File: config.mk
export PLATFORM = sky130hd
export DESIGN_NAME = reset_and_address_error_unit
export DESIGN_NICKNAME = d
export VERILOG_FILES = /design/src/core/reset_and_address_error_unit.v
export VERILOG_INCLUDE_DIRS = /design/src /design/src/core
export SDC_FILE = /design/constraint.sdc
export NUM_CORES = 1
export LEC_CHECK = 0
export BUFFER_PORTS_ARGS = -buffer_cell sky130_fd_sc_hd__buf_2
export CAP_MARGIN = 20
export CORE_MARGIN = 1.5
export CORE_UTILIZATION = 46
export CTS_BUF_LIST = sky130_fd_sc_hd__clkbuf_16
export CTS_CLUSTER_DIAMETER = 50
export CTS_CLUSTER_SIZE = 14
export DETAILED_ROUTE_END_ITERATION = 10
export PLACE_DENSITY = 0.76
export SYNTH_ARGS = -nofsm -noshare
export SYNTH_HDL_FRONTEND = slang
export SYNTH_SLANG_ARGS = --single-unit
export TNS_END_PERCENT = 10
File: constraint.sdc
create_clock -name clk -period 1.8 [get_ports clk]
set_input_delay 0.18 -clock clk [delete_from_list [all_inputs] [get_ports clk]]
set_output_delay 0.18 -clock clk [all_outputs]
set_load 0.02 [all_outputs]
File: src/core/reset_addr_err_map.vh
// Purpose: named constants for the reset and address error unit
// Assumes: 32-bit byte addresses, 2-bit size and master codes
// Notes: definitions only, no logic
`ifndef RESET_ADDR_ERR_MAP_VH
`define RESET_ADDR_ERR_MAP_VH

// ----------------------------------------------------------------
// access size and bus master codes
// ----------------------------------------------------------------
`define SIZE_BYTE 2'h0
`define SIZE_WORD 2'h1
`define SIZE_LONG 2'h2
`define MASTER_CPU 2'h0
`define MASTER_DMA 2'h1
`define MASTER_EDMA 2'h2

// ----------------------------------------------------------------
// on-chip peripheral module space and its sub-regions
// ----------------------------------------------------------------
`define PERI_LO 32'hffff0000
`define PERI_HI 32'hffffffff
`define PERI_ANY_LO 32'hfffffc00
`define PERI_ANY_HI 32'hfffffcff
`define PERI_NOLONG_LO 32'hfffffe00
`define PERI_NOLONG_HI 32'hfffffeff
`define PERI_NOBYTE_A_LO 32'hffff0000
`define PERI_NOBYTE_A_HI 32'hfffff0ff
`define PERI_NOBYTE_B_LO 32'hffffff00
`define PERI_NOBYTE_B_HI 32'hffffffff

// ----------------------------------------------------------------
// reset fetch and initial values
// ----------------------------------------------------------------
`define VEC_OFF_PC 32'h00000000
`define VEC_OFF_SP 32'h00000004
`define VBR_RESET 32'h00000000
`define MASK_RESET 4'hf
`define VECNUM_CPU_AE 8'h09
`define VECNUM_DMA_AE 8'h0a

`endif

File: src/core/reset_and_address_error_unit.v
// Purpose: reset kind decision, reset vector fetch and address error detection
// Assumes: all inputs synchronous to clk; vector reads use a simple req/ack pair
// Notes: bus cycle and instruction status come from the cpu core
`include "reset_addr_err_map.vh"
`default_nettype none

// Behaviour
// RL1: reset overrides every other exception source
// RL2: init pin low, nmi high: power-on reset
// RL3: power-on initializes cpu and all peripherals
// RL4: init pin low, nmi low: manual reset
// RL5: manual reset spares bus, break, pin, frequency
// RL6: board holds power-on reset long enough
// RL7: board holds manual reset twenty clocks
// RL8: power-on handling starts on release, nmi high
// RL9: fetch pc then sp, load, start
// RL10: vector base cleared, interrupt mask all ones
// RL11: manual reset waits for bus cycle end
// RL12: manual release runs same fetch sequence
// RL13: odd instruction fetch raises address error
// RL14: fetch from peripheral space raises error
// RL15: odd word data access raises error
// RL16: misaligned longword access raises error
// RL17: pc-relative access to special spaces errors
// RL18: test-and-set to special spaces errors
// RL19: low peripheral window accepts every size
// RL20: longword in mid peripheral window errors
// RL21: byte in two peripheral windows errors
// RL22: error handling after cycle and instruction end
// RL23: both dma units share one vector
// RL24: cpu and dma errors flagged separately
module reset_and_address_error_unit
#(
  parameter CACHE_PURGE_LO = 32'h40000000,
  parameter CACHE_PURGE_HI = 32'h5fffffff,
  parameter ADDR_ARRAY_LO = 32'h60000000,
  parameter ADDR_ARRAY_HI = 32'h7fffffff,
  parameter DATA_ARRAY_LO = 32'hc0000000,
  parameter DATA_ARRAY_HI = 32'hc0000fff,
  parameter SDRAM_MODE_LO = 32'hffff8000,
  parameter SDRAM_MODE_HI = 32'hffffbfff
)
(
  input wire clk,
  input wire reset,
  input wire externalInitN,
  input wire nmiPin,
  input wire busCycleActive,
  input wire instrDone,
  output reg vecReq,
  output reg [31:0] vecAddr,
  input wire vecAck,
  input wire [31:0] vecData,
  output reg coreInit,
  output reg periphInit,
  output reg preservedInit,
  output reg resetActive,
  output reg powerOnKind,
  output reg pcLoad,
  output reg [31:0] pcValue,
  output reg [31:0] spValue,
  output reg [31:0] vectorBase,
  output reg [3:0] interruptMaskLevel,
  input wire accValid,
  input wire [1:0] accMaster,
  input wire accFetch,
  input wire [1:0] accSize,
  input wire [31:0] accAddr,
  input wire accPcRel,
  input wire accTas,
  output wire accError,
  output reg cpuAePending,
  output reg dmaAePending,
  output reg dmaAeFromDma,
  output reg dmaAeFromEth,
  output reg cpuAeTake,
  output reg dmaAeTake,
  output reg [7:0] aeVectorNum
);

  // ----------------------------------------------------------------
  // address decode helpers
  // ----------------------------------------------------------------
  // inclusive window compare, used for every space check
  function inWin;
    input [31:0] a;
    input [31:0] lo;
    input [31:0] hi;
    begin
      inWin = (a >= lo) && (a <= hi);
    end
  endfunction

  wire inPeri = inWin(accAddr, `PERI_LO, `PERI_HI);
  wire inPurge = inWin(accAddr, CACHE_PURGE_LO, CACHE_PURGE_HI);
  wire inAddrArr = inWin(accAddr, ADDR_ARRAY_LO, ADDR_ARRAY_HI);
  wire inDataArr = inWin(accAddr, DATA_ARRAY_LO, DATA_ARRAY_HI);
  wire inSdramMode = inWin(accAddr, SDRAM_MODE_LO, SDRAM_MODE_HI);
  wire inAnySize = inWin(accAddr, `PERI_ANY_LO, `PERI_ANY_HI);
  wire inNoLong = inWin(accAddr, `PERI_NOLONG_LO, `PERI_NOLONG_HI);
  wire inNoByte = inWin(accAddr, `PERI_NOBYTE_A_LO, `PERI_NOBYTE_A_HI) |
                  inWin(accAddr, `PERI_NOBYTE_B_LO, `PERI_NOBYTE_B_HI);

  // ----------------------------------------------------------------
  // address error classification
  // ----------------------------------------------------------------
  wire isCpu = (accMaster == `MASTER_CPU);
  wire isDma = (accMaster == `MASTER_DMA);
  wire isEth = (accMaster == `MASTER_EDMA);
  wire isByte = (accSize == `SIZE_BYTE);
  wire isWord = (accSize == `SIZE_WORD);
  wire isLong = (accSize == `SIZE_LONG);

  reg fetchErr;
  reg dataErr;
  reg running;

  // fetch and data faults are mutually exclusive by cycle type
  always @*
  begin
    fetchErr = 1'b0;
    dataErr = 1'b0;
    if (accFetch)
    begin
      if (isCpu && accAddr[0])
        fetchErr = 1'b1; // [RL13]
      if (isCpu && inPeri)
        fetchErr = 1'b1; // [RL14]
    end
    else
    begin
      if (isWord && accAddr[0])
        dataErr = 1'b1; // [RL15]
      if (isLong && (accAddr[1:0] != 2'h0))
        dataErr = 1'b1; // [RL16]
      if (accPcRel && (inPurge || inAddrArr || inPeri || inSdramMode))
        dataErr = 1'b1; // [RL17]
      if (accTas && (inPurge || inAddrArr || inDataArr || inPeri || inSdramMode))
        dataErr = 1'b1; // [RL18]
      // the low window takes any size, so size checks skip it
      if (!inAnySize)
      begin
        if (isLong && inNoLong)
          dataErr = 1'b1; // [RL20]
        if (isByte && inNoByte)
          dataErr = 1'b1; // [RL21]
      end // [RL19]
    end
  end

  // no errors are raised while the reset sequencer owns the core
  assign accError = accValid && running && (fetchErr || dataErr); // [RL1]

  wire cpuErrEvt = accError && isCpu; // [RL24]
  wire dmaErrEvt = accError && (isDma || isEth); // [RL24]

  // ----------------------------------------------------------------
  // reset sequencer
  // ----------------------------------------------------------------
  // sequencer state codes, plain binary
  localparam [2:0] ST_RUN = 3'b000, ST_POR_HOLD = 3'b001, ST_MR_WAIT = 3'b010,
    ST_MR_HOLD = 3'b011, ST_FETCH_PC = 3'b100, ST_FETCH_SP = 3'b101, ST_LOAD = 3'b110;
  reg [2:0] state;
  reg [2:0] next_state;
  reg porClean;
  wire initLow = !externalInitN;

  // next state; a low init pin wins from every state except ST_MR_WAIT, which waits for the bus cycle end
  always @*
  begin
    next_state = state;
    case (state)
      ST_RUN:
      begin
        if (initLow && nmiPin)
          next_state = ST_POR_HOLD; // [RL2]
        else if (initLow && busCycleActive)
          next_state = ST_MR_WAIT; // [RL11]
        else if (initLow)
          next_state = ST_MR_HOLD; // [RL4]
      end
      ST_MR_WAIT:
      begin
        // the running bus cycle is never cut short
        if (!busCycleActive)
          next_state = ST_MR_HOLD; // [RL11]
      end
      ST_POR_HOLD, ST_MR_HOLD:
      begin
        if (!initLow)
          next_state = ST_FETCH_PC; // [RL8] [RL12]
        else
          next_state = nmiPin ? ST_POR_HOLD : ST_MR_HOLD;
      end
      ST_FETCH_PC:
      begin
        if (initLow)
          next_state = nmiPin ? ST_POR_HOLD : ST_MR_HOLD;
        else if (vecAck)
          next_state = ST_FETCH_SP; // [RL9]
      end
      ST_FETCH_SP:
      begin
        if (initLow)
          next_state = nmiPin ? ST_POR_HOLD : ST_MR_HOLD;
        else if (vecAck)
          next_state = ST_LOAD; // [RL9]
      end
      ST_LOAD:
      begin
        if (initLow)
          next_state = nmiPin ? ST_POR_HOLD : ST_MR_HOLD;
        else
          next_state = ST_RUN;
      end
      default:
        next_state = ST_POR_HOLD;
    endcase
  end

  // state register; local reset behaves as a held power-on reset
  always @(posedge clk)
  begin
    if (reset)
      state <= ST_POR_HOLD;
    else
      state <= next_state;
  end

  // preserved units get init only if nmi stayed high for the whole hold
  always @(posedge clk)
  begin
    if (reset)
      porClean <= 1'b1;
    else if (state == ST_RUN || state == ST_LOAD)
      porClean <= 1'b1;
    else if ((state == ST_POR_HOLD || state == ST_MR_HOLD) && !nmiPin)
      porClean <= 1'b0; // [RL8]
  end

  // ----------------------------------------------------------------
  // init strobes toward cpu and peripherals
  // ----------------------------------------------------------------
  wire holdNext = (next_state == ST_POR_HOLD) || (next_state == ST_MR_HOLD);

  // preserved units see only power-on holds; a late nmi drop keeps them
  always @(posedge clk)
  begin
    if (reset)
    begin
      coreInit <= 1'b1;
      periphInit <= 1'b1;
      preservedInit <= 1'b1;
      resetActive <= 1'b1;
      powerOnKind <= 1'b1;
      running <= 1'b0;
    end
    else
    begin
      coreInit <= holdNext; // [RL3] [RL5]
      periphInit <= holdNext; // [RL3] [RL5]
      preservedInit <= (next_state == ST_POR_HOLD) && porClean && nmiPin; // [RL3] [RL5]
      resetActive <= (next_state != ST_RUN); // [RL1]
      powerOnKind <= (next_state == ST_POR_HOLD) ? 1'b1 :
                     (next_state == ST_MR_HOLD) ? 1'b0 : powerOnKind;
      running <= (next_state == ST_RUN);
    end
  end

  // ----------------------------------------------------------------
  // vector fetch and register load
  // ----------------------------------------------------------------
  reg [31:0] pcFetched;

  // request is raised in the fetch states, address chosen per word
  always @(posedge clk)
  begin
    if (reset)
    begin
      vecReq <= 1'b0;
      vecAddr <= `VEC_OFF_PC;
      pcFetched <= 32'h00000000;
    end
    else
    begin
      vecReq <= (next_state == ST_FETCH_PC) || (next_state == ST_FETCH_SP);
      vecAddr <= (next_state == ST_FETCH_SP) ? `VEC_OFF_SP : `VEC_OFF_PC; // [RL9]
      if (state == ST_FETCH_PC && vecAck && vecReq)
        pcFetched <= vecData; // [RL9]
    end
  end

  // vector base and mask are forced during every hold
  always @(posedge clk)
  begin
    if (reset)
    begin
      pcLoad <= 1'b0;
      pcValue <= 32'h00000000;
      spValue <= 32'h00000000;
      vectorBase <= `VBR_RESET;
      interruptMaskLevel <= `MASK_RESET;
    end
    else
    begin
      pcLoad <= (state == ST_LOAD) && !initLow; // [RL9]
      if (state == ST_FETCH_SP && vecAck && vecReq)
        spValue <= vecData; // [RL9]
      if (state == ST_LOAD)
        pcValue <= pcFetched; // [RL9]
      if (holdNext || state == ST_LOAD)
      begin
        vectorBase <= `VBR_RESET; // [RL10]
        interruptMaskLevel <= `MASK_RESET; // [RL10]
      end
    end
  end

  // ----------------------------------------------------------------
  // address error pending flags and exception launch
  // ----------------------------------------------------------------
  // launch only once the faulting cycle and instruction are over
  wire launchOk = running && !busCycleActive && instrDone; // [RL22]
  wire takeCpu = launchOk && cpuAePending;
  wire takeDma = launchOk && dmaAePending && !cpuAePending;

  // a new error in the launch cycle keeps its flag set
  always @(posedge clk)
  begin
    if (reset || !running)
    begin
      cpuAePending <= 1'b0; // [RL1]
      dmaAePending <= 1'b0;
      dmaAeFromDma <= 1'b0;
      dmaAeFromEth <= 1'b0;
    end
    else
    begin
      cpuAePending <= cpuErrEvt | (cpuAePending & !takeCpu); // [RL24]
      dmaAePending <= dmaErrEvt | (dmaAePending & !takeDma); // [RL24]
      // source bits tell the two dma units apart until the dma launch clears them
      dmaAeFromDma <= (accError && isDma) | (dmaAeFromDma & !takeDma);
      dmaAeFromEth <= (accError && isEth) | (dmaAeFromEth & !takeDma);
    end
  end

  // one launch per cycle, cpu first; dma units share a vector
  always @(posedge clk)
  begin
    if (reset)
    begin
      cpuAeTake <= 1'b0;
      dmaAeTake <= 1'b0;
      aeVectorNum <= 8'h00;
    end
    else
    begin
      cpuAeTake <= takeCpu; // [RL22]
      dmaAeTake <= takeDma; // [RL22]
      if (takeCpu)
        aeVectorNum <= `VECNUM_CPU_AE; // [RL24]
      else if (takeDma)
        aeVectorNum <= `VECNUM_DMA_AE; // [RL23]
    end
  end

endmodule

`default_nettype wire

==> summary.txt, run 1 <==
Status
  – Status: completed

Drt
  – Antenna-violating nets left: 0
  – Drt total wl: 11.79 mm
  – Drt drc: 0
  – Post-DR vias/cell: 4.855
  – Initial DRC count: 152
  – Wirelength per Cell: 12.89 microns
  – Pre-antenna DRT Iters: 4
  – Vias: 4442

Clock tree
  – Clock sink total: 117
  – Post_cts resized: 0
  – Buffer depth of the longest clock path: 2
  – Worst-path clk slew: 60 ps
  – TritonCTS Buffers: 17
  – Post-CTS setup buffer count: 0
  – CTS tree: yes
  – H-tree level count: 4
  – Worst skew pair latency: 400 ps
  – Hold_buf cts: 0
  – Clk root buf: clkbuf_16

Pwr
  – Leakage dissipation: 2.675 nW
  – PD cells: 1091 mW/mm^2
  – VDD IR max: 0.5915 mV

Yosys
  – Yosys reg bits: 117
  – Mean post-synth cell area: 7.874 sq um
  – Async set or reset register ratio after synthesis: 0%
  – Cell area after synthesis: 0.004913 sq mm
  – Synth Warn #: 0
  – Main flop type after synthesis: dfxtp_1
  – Yosys cell types: 42
  – Synth Instances: 624
  – Number of flops mapped to enable cells by yosys: 0
  – Seq/Total Area, Yosys: 47.67%

Layout
  – Nets: 848
  – Fillers: 918
  – P&R area growth vs syn: 25.77%
  – Multi-input gate area: 0.002108 sq mm
  – Fin area: 0.006180 sq mm
  – Ratio of cells with drive above 1 in the final layout: 25.55%
  – Register area: 0.002342 sq mm
  – Antenna diodes: 0
  – Final Core Density: 59.86%

Die
  – I/O pin count: 233
  – Core area: 0.01032 sq mm
  – Die W: 106.4 microns
  – Die Y: 106.4 microns
  – Starting Density: 47.59%
  – # rows: 37
  – Die ar.: 0.01131 sq mm

Hold path
  – HP Start: vecData[19]
  – Worst Hold Class: input pin to flip-flop

GRT
  – Number of global-route vias before repair: 3962
  – GRT Util Overall: 20.79%
  – Antenna violations before repair: 0
  – Global-route wire length before repair: 18.53 mm
  – GRT Residual Overflow: 0
  – Pin count of the biggest net entering global routing: 62

STA
  – Max Clock Freq: 607.8 MHz
  – Period utilization: 91.40%
  – Setup TNS: 0 ps
  – Final Skew: 7.420 ps
  – Final setup margin: 154.7 ps
  – RSZ-0062 raised after global routing: no
  – Max-slew violations: 0
  – Final hold viol count: 0
  – # setup viols final: 0
  – Min Tclk post-route: 1645 ps

Placement
  – DP Area: 0.005528 sq mm
  – RD Place Congestion: 0.8117
  – Buffers on Ports: 154
  – HPWL after DPL: 8.144 mm
  – Dpl ws: 105.6 ps

Worst setup path
  – CP max FO: 11
  – CP Capture Type: flip-flop
  – Crit. Startpoint: state[0]
  – CP Data Arrival Time: 1930 ps
  – Kind of critical path: flip-flop to flip-flop
  – Worst setup SP type: flip-flop
  – Critical Path RT: 2090 ps
  – R2r startpoint: state[0]

Flow run
  – Max-capacitance violation count: 0
worst paths after layout:
| kind | end | slack [ps] | cells after the start |
|---|---|---|---|
| worst max-delay path | powerOnKind | 150 | 5 |
| worst max register to register | powerOnKind | 150 | 5 |
| worst min register to register | aeVectorNum[3] | 450 | 2 |
| worst min-delay path | pcFetched[19] | 30 | 3 |
cells in the mapped netlist (all sizes together) (2+ instances only):
library cell / n / area, sq um
a221o: 2 / 20.02
conb: 2 / 7.510
nor3b: 2 / 15.01
nand4: 7 / 43.79
nand2b: 6 / 37.54
ha: 3 / 37.54
inv: 5 / 18.77
a21oi: 101 / 505.5
clkbuf: 19 / 71.32
nor2b: 5 / 31.28
nand2: 204 / 765.7
nand3: 6 / 30.03
nor3: 4 / 25.02
or2: 2 / 12.52
a211oi: 2 / 20.02
o21ai: 9 / 45.04
and2: 5 / 31.28
nor2: 10 / 40.04
o21a: 2 / 15.01
buf: 91 / 646.9
dfxtp: 117 / 2342
nor4: 6 / 37.54
xnor2: 2 / 17.52
metal layers:
layer | vias up | share of wire [%] | global-route usage, % | wire length, microns
li1 | 2184 | - | - | -
met1 | 2077 | 41 | 23.71 | 4862
met2 | 170 | 51 | 36.73 | 5991
met3 | 11 | 7.0 | 6.315 | 821
met4 | 0 | 0.98 | 7.046 | 116
met5 | - | 0 | 0 | 0
registers in the layout, indices dropped and copies added, names as in the netlist, 3 cells and up:
register / count
aeVectorNum: 3
pcFetched: 32
pcValue: 32
spValue: 32
state: 3
final cells by class:
| type | instances | share of cell area [%] |
|---|---|---|
| Sequential cell | 117 | 37.90 |
| Multi-Input combinational cell | 462 | 34.12 |
| Timing Repair Buffer | 163 | 14.42 |
| Clock buffer | 17 | 6.884 |
| Clock inverter | 15 | 3.624 |
| Tap cell | 136 | 2.754 |
| Inverter | 5 | 0.3037 |
worst max-delay path, stage by stage (launching register included):
cell,delay (ps)
dfxtp_1,580
nand4_1,150
a21oi_1,180
nor3_1,90
and2_1,180
a221o_1,350
through the flow:
step | power, mW | hold WS [ps] | cells
final | 6.743 | 25.99 | 915
after CTS | 6.793 | 14.69 | 915
after global placement | 3.117 | 431.1 | 883
after global routing | 6.981 | 22.74 | 915
after detailed placement | 3.125 | 440.6 | 883
after floorplan | 3.092 | 316.0 | 694
report_power, final:
part,total [mW],internal (mW),switching [mW]
registers,2.64,2.62,0.0245
logic,0.434,0.125,0.309
clock network,3.67,2.47,1.20
logic make-up (layout without fill, tap and decap cells):
kind of cell	after synthesis	in the layout	share of synthesized area (%)
other cells	2	72	0.1528
simple gates	261	261	22.36
fa+ha+maj	3	3	0.7640
xor+xnor	3	3	0.5349
compound gates	123	123	13.52
flops	117	117	47.67
buf+inv	115	200	15.00
placed cells by master (no fill, tap or decap), drive strengths merged, types with 6 or more instances in the layout:
| master | Yosys | final |
|---|---|---|
| nand4 | 7 | 7 |
| dfxtp | 117 | 117 |
| buf | 91 | 163 |
| nor2 | 10 | 10 |
| conb | 2 | 72 |
| o21ai | 9 | 9 |
| inv | 5 | 9 |
| nor4 | 6 | 6 |
| nand3 | 6 | 6 |
| a21oi | 101 | 101 |
| nand2 | 204 | 204 |
| nand2b | 6 | 6 |
| clkbuf | 19 | 17 |
No activity file was read; power rests on OpenSTA's default activity.
==> inputs of run 2 (changes only) <==
Settings changed: CORE_UTILIZATION 46 to 30, PLACE_DENSITY 0.76 to 0.53.
==> summary.txt, run 2 (synthesis results as in run 1) <==
STA
  – Max Clock Freq: 617.2 MHz (+1.5%)
  – Setup TNS: 0 ps (unchanged)
  – Final hold viol count: 0 (unchanged)
  – Min Hold Slack: 15.24 ps (-10.75 ps)
  – Min Tclk post-route: 1620 ps (-25.08 ps)
  – Max-slew violations: 0 (unchanged)
  – Period utilization: 90.01% (-1.4 points)
  – RSZ-0062 raised after global routing: no
  – Final Skew: 5.085 ps (-2.335 ps)
  – # setup viols final: 0 (unchanged)

Placement
  – RD Place Congestion: 0.7728 (-4.8%)
  – Buffers on Ports: 154 (unchanged)
  – Placed cells: 970 (+9.9%)
  – HPWL after DPL: 8.781 mm (+7.8%)
  – DP Area: 0.005673 sq mm (+2.6%)

Layout
  – Ratio of cells with drive above 1 in the final layout: 25.67% (+0.12 points)
  – Layout Cells excl Fill: 999 (+9.2%)
  – Commonest non-fill, non-tap cell in the layout: nand2_1
  – Antenna diodes: 0 (unchanged)
  – Regs by FF count: pcFetched: 32 flops, pcValue: 32 flops, spValue: 32 flops
  – Fin area: 0.006238 sq mm (+0.95%)
  – Nets: 855 (+0.83%)
  – Leading cell types in the layout, fill and taps excluded: nand2_1, buf_2, dfxtp_1, a21oi_1, conb_1
  – Final Core Density: 39.13% (-21 points)
  – P&R area growth vs syn: 26.97%

Clock tree
  – Buffer depth of the longest clock path: 2 (unchanged)
  – Clk root buf: clkbuf_16
  – Clock sink total: 117 (unchanged)
  – H-tree level count: 4 (unchanged)
  – Post-CTS setup buffer count: 0 (unchanged)
  – TritonCTS Buffers: 17 (unchanged)
  – Post_cts resized: 0 (unchanged)
  – Hold_buf cts: 0 (unchanged)
  – CTS tree: yes
  – Worst skew pair latency: 410 ps (about the same)
  – Worst-path clk slew: 50 ps (about the same)

GRT
  – Pin count of the biggest net entering global routing: 48 (-23%)
  – Number of global-route vias before repair: 3789 (-4.4%)
  – GRT Residual Overflow: 0 (unchanged)
  – GRT Util Overall: 14.83% (-6.0 points)
  – Global-route wire length before repair: 19.27 mm (+4.0%)
  – Antenna violations before repair: 0 (unchanged)

Drt
  – Drt total wl: 12.49 mm (+5.9%)
  – Antenna-violating nets left: 0 (unchanged)
  – Vias: 4324 (-2.7%)
  – Pre-antenna DRT Iters: 4 (unchanged)
  – Wirelength per Cell: 12.50 microns (-3.0%)
  – Post-DR vias/cell: 4.328 (-11%)
  – Initial DRC count: 185 (+22%)
  – Drt drc: 0 (unchanged)

Worst setup path
  – Slowest cell delay on critical path: 540 ps (-40 ps)
  – CP max FO: 10 (-1)
  – Kind of critical path: flip-flop to flip-flop
  – Crit-path cells: nand2b_1, xnor2_1, a221o_1, a221o_1
  – Critical Path RT: 2090 ps (about the same)
  – CP most frequent cell: a221o_1
  – Worst Path Buf+Inv: 0 (unchanged)
  – CP Data Arrival Time: 1910 ps (-20 ps)
  – Largest delay contributor family on the critical path: compound AO/OA/AOI/OAI gates
  – Worst setup SP type: flip-flop
  – CP Capture Type: flip-flop
  – Slowest CP cell: dfxtp_1

Pwr
  – VDD IR max: 0.6527 mV (+10%)
  – Leakage dissipation: 2.659 nW (-0.62%)
  – PD cells: 1020 mW/mm^2 (-6.5%)

Die
  – Starting Density: 30.82% (-17 points)
  – Die Y: 131.0 microns (+23%)
  – # rows: 46 (+24%)
  – Die W: 131.0 microns (+23%)
  – I/O pin count: 233 (unchanged)
  – Core area: 0.01594 sq mm (+54%)
  – Die ar.: 0.01715 sq mm (+52%)

Hold path
  – Worst Hold Class: input pin to flip-flop

Flow run
  – Max-capacitance violation count: 0 (unchanged)

Status
  – Status: completed
run 2: cell types whose count changed in the layout (fill, tap and decap cells not counted), moves of 2 or more:
| cell | previous run | this run |
|---|---|---|
| buf_4 | 6 | 14 |
| inv_6 | 4 | 0 |
| bufinv_16 | 5 | 3 |
| clkinv_1 | 1 | 3 |
run 2: worst paths after layout:
path	startpoint	endpoint	slack, ps	depth (start not counted)
worst max-delay path	state[1]	powerOnKind	180	4
worst min-delay path	vecData[7]	spValue[7]	20	3
worst max register to register	state[1]	powerOnKind	180	4
worst min register to register	aeVectorNum[3]	aeVectorNum[3]	440	2
run 2: stage by stage:
stage	setup WS (ps)	power (mW)
finish	179.8	6.361
global route	26.40	6.595
CTS	159.6	6.444
detailed placement	163.6	3.143
global placement	144.8	3.145
floorplan	334.5	3.092
run 2: routing by layer:
metal / vias up / share of wire [%] / global-route usage [%]
met4: 0 / 1.3 / 6.012
met1: 1951 / 44 / 17.74
met3: 12 / 8.4 / 5.660
met5: - / 0 / 0
met2: 162 / 46 / 23.93
li1: 2199 / - / -
run 2: where the power goes:
group	switching [mW]	internal, mW	leakage, nW
Clock	1.15	2.13	0.273
Combinational	0.318	0.132	1.44
Sequential	0.0206	2.62	0.945
run 2: cell type report:
type	instances	area (sq um)
Inverter	5	18.77
Sequential cell	117	2342
Tap cell	216	270.3
Fill cell	1742	9704
Clock buffer	17	425.4
Clock inverter	12	140.1
Multi-Input combinational cell	462	2111
Timing Repair Buffer	170	930.9
run 2: worst reg2reg max path: stages, from the launching register on:
cell and delay (ps):
dfxtp_1 540, nand2b_1 180, xnor2_1 70, a221o_1 380, a221o_1 340
